`config.mk`:
```
export PLATFORM = sky130hd
export DESIGN_NAME = rtcalm_ctrl
export DESIGN_NICKNAME = d
export VERILOG_FILES = /design/src/rtcalm_pkg.sv /design/src/rtcalm_ctrl.sv /design/src/rtcalm_match.sv
export SDC_FILE = /design/constraint.sdc
export NUM_CORES = 1
export LEC_CHECK = 0
export ABC_AREA = 0
export BUFFER_PORTS_ARGS = -buffer_cell sky130_fd_sc_hd__buf_2
export CORE_MARGIN = 2
export CORE_UTILIZATION = 49
export CTS_CLUSTER_DIAMETER = 150
export CTS_CLUSTER_SIZE = 14
export DETAILED_ROUTE_END_ITERATION = 12
export GPL_ROUTABILITY_DRIVEN = 0
export PLACE_DENSITY = 0.8
export SLEW_MARGIN = 30
export SYNTH_ARGS = -nofsm -noshare
export SYNTH_HDL_FRONTEND = slang
export SYNTH_SLANG_ARGS = --single-unit
```
`constraint.sdc`:
```
create_clock -name clk -period 2.5 [get_ports clk]
set_input_delay 0.375 -clock clk [delete_from_list [all_inputs] [get_ports clk]]
set_output_delay 0.375 -clock clk [all_outputs]
set_load 0.03 [all_outputs]
```
`src/rtcalm_pkg.sv`:
```
package rtcalm_pkg;

  // =========================================================
  // register map
  localparam logic [3:0] ALARM_CONTROL_OFS = 4'h0;
  localparam logic [15:0] ALARM_CONTROL_RST = 16'h0000;

  // =========================================================
  // field layout
  localparam int ENABLE_BIT = 15;
  localparam int CHIME_BIT = 14;
  localparam int PIV_BIT = 13;
  localparam int UNSAFE_BIT = 12;
  localparam int MASK_LSB = 8;
  localparam int MASK_W = 4;
  localparam int RPT_LSB = 0;
  localparam int RPT_W = 8;
  localparam logic [7:0] RPT_MAX = 8'hff;

  // =========================================================
  // interval codes
  localparam logic [3:0] IVL_HALF_SEC = 4'h0;
  localparam logic [3:0] IVL_SEC = 4'h1;
  localparam logic [3:0] IVL_10_SEC = 4'h2;
  localparam logic [3:0] IVL_MIN = 4'h3;
  localparam logic [3:0] IVL_10_MIN = 4'h4;
  localparam logic [3:0] IVL_HOUR = 4'h5;
  localparam logic [3:0] IVL_DAY = 4'h6;
  localparam logic [3:0] IVL_WEEK = 4'h7;
  localparam logic [3:0] IVL_MONTH = 4'h8;
  localparam logic [3:0] IVL_YEAR = 4'h9;

  // =========================================================
  // timing and bus answers
  localparam int SAFE_MARGIN = 32;
  localparam logic [1:0] RESP_OKAY = 2'h0;
  localparam logic [1:0] RESP_DECERR = 2'h3;

endpackage

```
`src/rtcalm_ctrl.sv`:
```
// Added by the designer: register access over AXI4-Lite and the register addresses.
`timescale 1ns/10ps
module rtcalm_ctrl #(
  parameter int ADDR_W = 4,
  parameter int PRE_W = 16
) (
  // clock and resets
  input wire logic clk,
  input wire logic rst_n,
  input wire logic sys_rst_n,
  // axi4-lite write address and data
  input wire logic s_axi_awvalid,
  output logic s_axi_awready,
  input wire logic [ADDR_W-1:0] s_axi_awaddr,
  input wire logic s_axi_wvalid,
  output logic s_axi_wready,
  input wire logic [31:0] s_axi_wdata,
  input wire logic [3:0] s_axi_wstrb,
  // axi4-lite write response
  output logic s_axi_bvalid,
  input wire logic s_axi_bready,
  output logic [1:0] s_axi_bresp,
  // axi4-lite read
  input wire logic s_axi_arvalid,
  output logic s_axi_arready,
  input wire logic [ADDR_W-1:0] s_axi_araddr,
  output logic s_axi_rvalid,
  input wire logic s_axi_rready,
  output logic [31:0] s_axi_rdata,
  output logic [1:0] s_axi_rresp,
  // timekeeper state
  input wire logic [PRE_W-1:0] clks_to_rollover,
  input wire logic half_tick,
  input wire logic sec_tick,
  input wire logic sec_units_eq,
  input wire logic sec_tens_eq,
  input wire logic min_units_eq,
  input wire logic min_tens_eq,
  input wire logic hour_eq,
  input wire logic wday_eq,
  input wire logic mday_eq,
  input wire logic month_eq,
  input wire logic alarm_feb29,
  input wire logic leap_year,
  // alarm outputs
  output logic alarm_pulse,
  output logic alarm_event
);
  import rtcalm_pkg::*;

  typedef struct packed {
    logic enable;
    logic chime;
    logic pulse;
    logic unsafe;
    logic [MASK_W-1:0] mask;
    logic [RPT_W-1:0] rpt;
    logic evt;
    logic aw_got;
    logic [ADDR_W-1:0] waddr;
    logic w_got;
    logic [15:0] wdata;
    logic [1:0] wstrb;
    logic bvalid;
    logic [1:0] bresp;
    logic rvalid;
    logic [1:0] rresp;
    logic [15:0] rdata;
  } rtcalm_st_t;

  localparam rtcalm_st_t ST_RST = '0;

  rtcalm_st_t st_r, st_nxt;
  logic hit, fire, aw_hs, w_hs, do_write, hit_reg, ar_hs;
  logic [ADDR_W-1:0] eff_addr;
  logic [15:0] eff_data, view;
  logic [1:0] eff_strb;

  // =========================================================
  // interval decode
  rtcalm_match u_match (
    .interval_sel(st_r.mask),
    .half_tick(half_tick),
    .sec_tick(sec_tick),
    .sec_units_eq(sec_units_eq),
    .sec_tens_eq(sec_tens_eq),
    .min_units_eq(min_units_eq),
    .min_tens_eq(min_tens_eq),
    .hour_eq(hour_eq),
    .wday_eq(wday_eq),
    .mday_eq(mday_eq),
    .month_eq(month_eq),
    .alarm_feb29(alarm_feb29),
    .leap_year(leap_year),
    .hit(hit)
  );

  // =========================================================
  // bus handshakes
  assign s_axi_awready = ~st_r.aw_got & ~st_r.bvalid;
  assign s_axi_wready = ~st_r.w_got & ~st_r.bvalid;
  assign s_axi_arready = ~st_r.rvalid;
  assign aw_hs = s_axi_awvalid & s_axi_awready;
  assign w_hs = s_axi_wvalid & s_axi_wready;
  assign ar_hs = s_axi_arvalid & s_axi_arready;
  assign do_write = (st_r.aw_got | aw_hs) & (st_r.w_got | w_hs);
  assign eff_addr = st_r.aw_got ? st_r.waddr : s_axi_awaddr;
  assign eff_data = st_r.w_got ? st_r.wdata : s_axi_wdata[15:0];
  assign eff_strb = st_r.w_got ? st_r.wstrb : s_axi_wstrb[1:0];
  assign hit_reg = do_write & (eff_addr == ADDR_W'(ALARM_CONTROL_OFS));
  assign fire = st_r.enable & hit;

  // upper half of read data is always zero, bit 13 shows the live pulse
  assign view = {st_r.enable, st_r.chime, st_r.pulse, st_r.unsafe,
                 st_r.mask, st_r.rpt};

  // =========================================================
  // next state
  always_comb begin
    st_nxt = st_r;
    st_nxt.evt = 1'b0;
    st_nxt.unsafe = (clks_to_rollover <= PRE_W'(SAFE_MARGIN));

    // software write, low byte then high byte
    if (hit_reg && eff_strb[0]) begin
      st_nxt.rpt = eff_data[RPT_LSB +: RPT_W];
    end
    if (hit_reg && eff_strb[1]) begin
      st_nxt.mask = eff_data[MASK_LSB +: MASK_W];
      st_nxt.chime = eff_data[CHIME_BIT];
      st_nxt.enable = eff_data[ENABLE_BIT];
      if (!st_r.enable) begin
        st_nxt.pulse = eff_data[PIV_BIT];
      end
    end

    // alarm event applied on top of a same-cycle write
    if (fire) begin
      st_nxt.evt = 1'b1;
      st_nxt.pulse = ~st_r.pulse;
      if (st_r.rpt != '0) begin
        st_nxt.rpt = st_r.rpt - 8'h01;
      end else if (st_r.chime) begin
        st_nxt.rpt = RPT_MAX;
      end else begin
        st_nxt.rpt = st_r.rpt;
        st_nxt.enable = 1'b0;
      end
    end

    // write channel capture
    if (aw_hs && !do_write) begin
      st_nxt.aw_got = 1'b1;
      st_nxt.waddr = s_axi_awaddr;
    end
    if (w_hs && !do_write) begin
      st_nxt.w_got = 1'b1;
      st_nxt.wdata = s_axi_wdata[15:0];
      st_nxt.wstrb = s_axi_wstrb[1:0];
    end
    if (do_write) begin
      st_nxt.aw_got = 1'b0;
      st_nxt.w_got = 1'b0;
      st_nxt.bvalid = 1'b1;
      st_nxt.bresp = hit_reg ? RESP_OKAY : RESP_DECERR;
    end else if (st_r.bvalid && s_axi_bready) begin
      st_nxt.bvalid = 1'b0;
    end

    // read channel
    if (ar_hs) begin
      st_nxt.rvalid = 1'b1;
      if (s_axi_araddr == ADDR_W'(ALARM_CONTROL_OFS)) begin
        st_nxt.rdata = view;
        st_nxt.rresp = RESP_OKAY;
      end else begin
        st_nxt.rdata = '0;
        st_nxt.rresp = RESP_DECERR;
      end
    end else if (st_r.rvalid && s_axi_rready) begin
      st_nxt.rvalid = 1'b0;
    end

    // system reset clears the bus side and the alarm event only
    if (!sys_rst_n) begin
      st_nxt.aw_got = 1'b0;
      st_nxt.w_got = 1'b0;
      st_nxt.bvalid = 1'b0;
      st_nxt.rvalid = 1'b0;
      st_nxt.evt = 1'b0;
    end
  end

  // =========================================================
  // state register, cleared by power-on reset only
  always_ff @(posedge clk) begin
    if (!rst_n) begin
      st_r <= ST_RST;
    end else begin
      st_r <= st_nxt;
    end
  end

  assign s_axi_bvalid = st_r.bvalid;
  assign s_axi_bresp = st_r.bresp;
  assign s_axi_rvalid = st_r.rvalid;
  assign s_axi_rdata = {16'h0000, st_r.rdata};
  assign s_axi_rresp = st_r.rresp;
  assign alarm_pulse = st_r.pulse;
  assign alarm_event = st_r.evt;
endmodule // rtcalm_ctrl

```
`src/rtcalm_match.sv`:
```
`timescale 1ns/10ps
module rtcalm_match (
  // interval selection
  input wire logic [3:0] interval_sel,
  // calendar ticks and compare results
  input wire logic half_tick,
  input wire logic sec_tick,
  input wire logic sec_units_eq,
  input wire logic sec_tens_eq,
  input wire logic min_units_eq,
  input wire logic min_tens_eq,
  input wire logic hour_eq,
  input wire logic wday_eq,
  input wire logic mday_eq,
  input wire logic month_eq,
  input wire logic alarm_feb29,
  input wire logic leap_year,
  // match result
  output logic hit
);
  import rtcalm_pkg::*;

  logic m10s, m1m, m10m, m1h, m1d;

  // =========================================================
  // cascaded field compares
  always_comb begin
    m10s = sec_tick & sec_units_eq;
    m1m = m10s & sec_tens_eq;
    m10m = m1m & min_units_eq;
    m1h = m10m & min_tens_eq;
    m1d = m1h & hour_eq;
    unique case (interval_sel)
      IVL_HALF_SEC: hit = half_tick;
      IVL_SEC: hit = sec_tick;
      IVL_10_SEC: hit = m10s;
      IVL_MIN: hit = m1m;
      IVL_10_MIN: hit = m10m;
      IVL_HOUR: hit = m1h;
      IVL_DAY: hit = m1d;
      IVL_WEEK: hit = m1d & wday_eq;
      IVL_MONTH: hit = m1d & mday_eq;
      IVL_YEAR: hit = m1d & mday_eq & month_eq & (~alarm_feb29 | leap_year);
      default: hit = 1'b0;
    endcase
  end

endmodule // rtcalm_match

```
==> impl_metrics.py <==
metrics = {
    "sta": {
        "crit_share_post_route": 0.864,
        "relSlewSlack": 0.520,
        "least_margin_pin_slew_ns": 0.720,
        "slew_viol_final": 0,
        "finalSetupTns_ns": 0,
        "period_needed_ns": 2.16,
        "setup_repair_after_global_routing_missed_its_margin": "no",
        "clock.fmax_ghz": 0.463,
        "hold_viol": 0,
        "finalSetupViolations": 0,
        "final_skew_ns": 0.00977,
    },
    "worst_setup_path": {
        "crit_path_max_fanout": 20,
        "r2r_setup_slack_ns": 0.34,
        "cp_endpoint": "st_r[53]",
        "startpoint_type": "register",
        "worst_ep_arrival_time_ns": 2.42,
        "crit_start": "st_r[55]",
        "timing.critical_path.required_ns": 2.76,
        "setup.worst_path.end_class": "register",
        "r2r-start": "st_r[55]",
        "critical_path_class": "reg -> reg",
        "reg2regPathDepth": 7,
        "critical_path.reg2reg.endpoint": "st_r[53]",
    },
    "clock_tree": {
        "cts_buffers": 9,
        "post_cts_setup_buffers": 0,
        "clkSinkCount": 60,
        "cts_tree": "built",
        "clock_h_tree_levels": 3,
        "cts_resized": 0,
        "clock_pin_transition_on_the_worst_setup_and_hold_timing_paths_ns": 0.06,
        "worst_skew_pair.late_latency_ns": 0.34,
        "ctsHoldBuffers": 0,
        "ctsRootBufferMaster": "clkbuf_8",
        "cts-root-to-sink-buffers": 2,
    },
    "detailed_routing": {
        "vias_per_cell": 5.23,
        "initialDrtViolationCount": 164,
        "num_vias": 2591,
        "firstDrtPassIters": 4,
        "wl_um": 6630,
        "wl_met3_um": 381,
        "wirelength_met1_um": 3000,
        "post-route-drc-count": 0,
        "dr_wl_met2_um": 3180,
        "top_signal_layer_used": "met4",
        "routed_wire_length_per_instance_um": 13.4,
        "drt.antenna.violating_nets": 0,
    },
    "cells_and_area": {
        "area.growth.synth_to_final_pct": 14.4,
        "layout-drive-gt1-share": 0.289,
        "fin_nets": 497,
        "layoutNonFillerInstCount": 495,
        "utilization": 0.579,
        "diodes": 0,
    },
    "power_and_ir_drop": {
        "ir_worst_vdd_mv": 0.366,
        "p_leak_nw": 1.58,
        "totalPowerFinal_mw": 2.26,
        "power_density_nw_per_um2": 616,
    },
    "die": {
        "die_height_um": 84.9,
        "ioPinCount": 123,
        "floorplan.die.width_um": 84.9,
        "floorplan.die_area_um2": 7220,
        "start_util": 0.506,
        "placementRows": 29,
        "floorplan.core_area_um2": 6350,
    },
    "yosys": {
        "top_reg_cell_synth": "dfxtp_1",
        "netlist_instances": 348,
        "post_synth_num_cell_types": 52,
        "yosysWarningCount": 0,
        "ys_seq_area_frac": 0.374,
        "ys_async_sr_fraction": 0,
        "number_of_flip_flops_and_latches_in_the_synthesized_netlist": 60,
        "post_synth_instance_area_um2": 3210,
        "avgSynthCellArea_um2": 9.23,
        "synth_enable_flop_cells": 0,
    },
    "worst_hold_path": {
        "hold_start": "clks_to_rollover[5]",
        "holdCritPathClass": "in -> reg",
    },
    "status": {
        "status": "finished, final reports clean",
    },
    "global_routing": {
        "grt_first_pass_wirelength_um": 11200,
        "track_usage": 0.192,
        "grt_max_degree": 42,
        "grt-ovfl-total": 0,
        "grt_pass1_vias": 2511,
        "grt_antenna_before_repair": 0,
    },
    "place": {
        "io_buffers": 87,
        "dpl.cell_count": 481,
        "post-dp-hpwl_um": 4840,
    },
    "flow_run": {
        "max_cap_viol_count": 0,
    },
}
[kinds of logic after synthesis]
kind of cell	after synthesis	share of synthesized area
other cells	1	0.00117
fa+ha+maj	2	0.00779
xor+xnor	2	0.00546
compound gates	75	0.178
simple gates	107	0.179
mux	40	0.125
flops	60	0.374
buf+inv	61	0.129
[cell type report]
cell class                      instances  area (um2)
Clock inverter                          1        30.0
Multi-Input combinational cell        242        1650
Timing Repair Buffer                   93         480
Inverter                                9        33.8
Tap cell                               77        96.3
Clock buffer                           13         179
Fill cell                             559        2680
Sequential cell                        60        1200
[metrics by stage]
stage                     setup WS [ns]  hold WS (ns)  area, um2
after CTS                         0.334         0.197       3670
after detailed placement          0.330         0.490       3460
after global routing             0.0920         0.210       3670
final                             0.340         0.214       3670
after floorplan                   0.424         0.464       3270
after global placement            0.348         0.465       3460
[registers in the layout (all words and copies together) (netlist names)]
name / cells
alarm_pulse: 1
s_axi_rvalid: 1
s_axi_rdata: 16
s_axi_bresp: 1
st_r: 38
s_axi_rresp: 1
s_axi_bvalid: 1
alarm_event: 1
[placed cells by master, fill, tap and decap left out, drive strengths merged, types with 2 or more instances in the layout]
| cell | netlist | final |
|---|---|---|
| nor4 | 3 | 3 |
| nor2 | 23 | 23 |
| nand4 | 2 | 2 |
| a21boi | 8 | 8 |
| nor3b | 3 | 3 |
| inv | 9 | 9 |
| nor3 | 6 | 6 |
| nor2b | 40 | 40 |
| nand2 | 22 | 22 |
| clkbuf | 10 | 13 |
| ha | 2 | 2 |
| o221ai | 3 | 3 |
| a22oi | 16 | 16 |
| a2111oi | 4 | 4 |
| a21oi | 11 | 11 |
| buf | 42 | 93 |
| dfxtp | 60 | 60 |
| o211a | 5 | 5 |
| o31ai | 3 | 3 |
| mux2i | 39 | 39 |
| conb | 1 | 16 |
| a211o | 8 | 8 |
| o21ai | 10 | 10 |
[Yosys cell counts, types with 2 or more instances]
cell type	count	area, um2
nor2_1	22	82.6
dfxtp_1	60	1200
o31ai_1	3	22.5
buf_4	37	278
nand4_1	2	12.5
nor4_1	3	18.8
ha_1	2	25.0
nor3_1	6	30.0
inv_1	9	33.8
a22oi_1	16	120
a2111oi_0	4	35.0
a211o_1	2	17.5
clkbuf_8	2	27.5
o221ai_1	3	26.3
nand2_1	22	82.6
mux2i_1	39	390
o211a_1	5	50.1
a21oi_1	10	50.1
buf_2	2	10.0
a211o_2	6	60.1
nor2b_1	40	250
o21ai_0	8	40.0
clkbuf_1	8	30.0
a21boi_2	2	22.5
buf_6	3	33.8
a21boi_0	6	45.0
[worst max-delay path, cell delays in order, from the launching register on]
cell	delay (ns)
dfxtp_1	0.36
inv_1	0.08
o21ai_0	0.08
a2111oi_0	0.39
a21oi_1	0.10
o21ai_2	0.60
o221ai_1	0.25
a21boi_0	0.22
[layer usage]
metal,GRT usage,vias to the layer above
li1,-,1318
met1,0.248,1186
met2,0.303,81
met3,0.0477,6
met4,0.0924,0
met5,0,-
[worst min path at each step]
| stage | to | slack [ns] | cells after the start |
|---|---|---|---|
| floorplan | st_r[59] | 0.46 | 1 |
| global placement | s_axi_rvalid | 0.47 | 1 |
| detailed placement | s_axi_rvalid | 0.49 | 1 |
| CTS | st_r[59] | 0.20 | 2 |
| global route | st_r[59] | 0.21 | 2 |
| finish | st_r[59] | 0.21 | 2 |
[where the power goes]
part | internal [mW] | switching [mW]
combinational | 0.135 | 0.194
sequential | 0.991 | 0.0261
clock | 0.558 | 0.358
No activity file was read; power rests on OpenSTA's default activity.
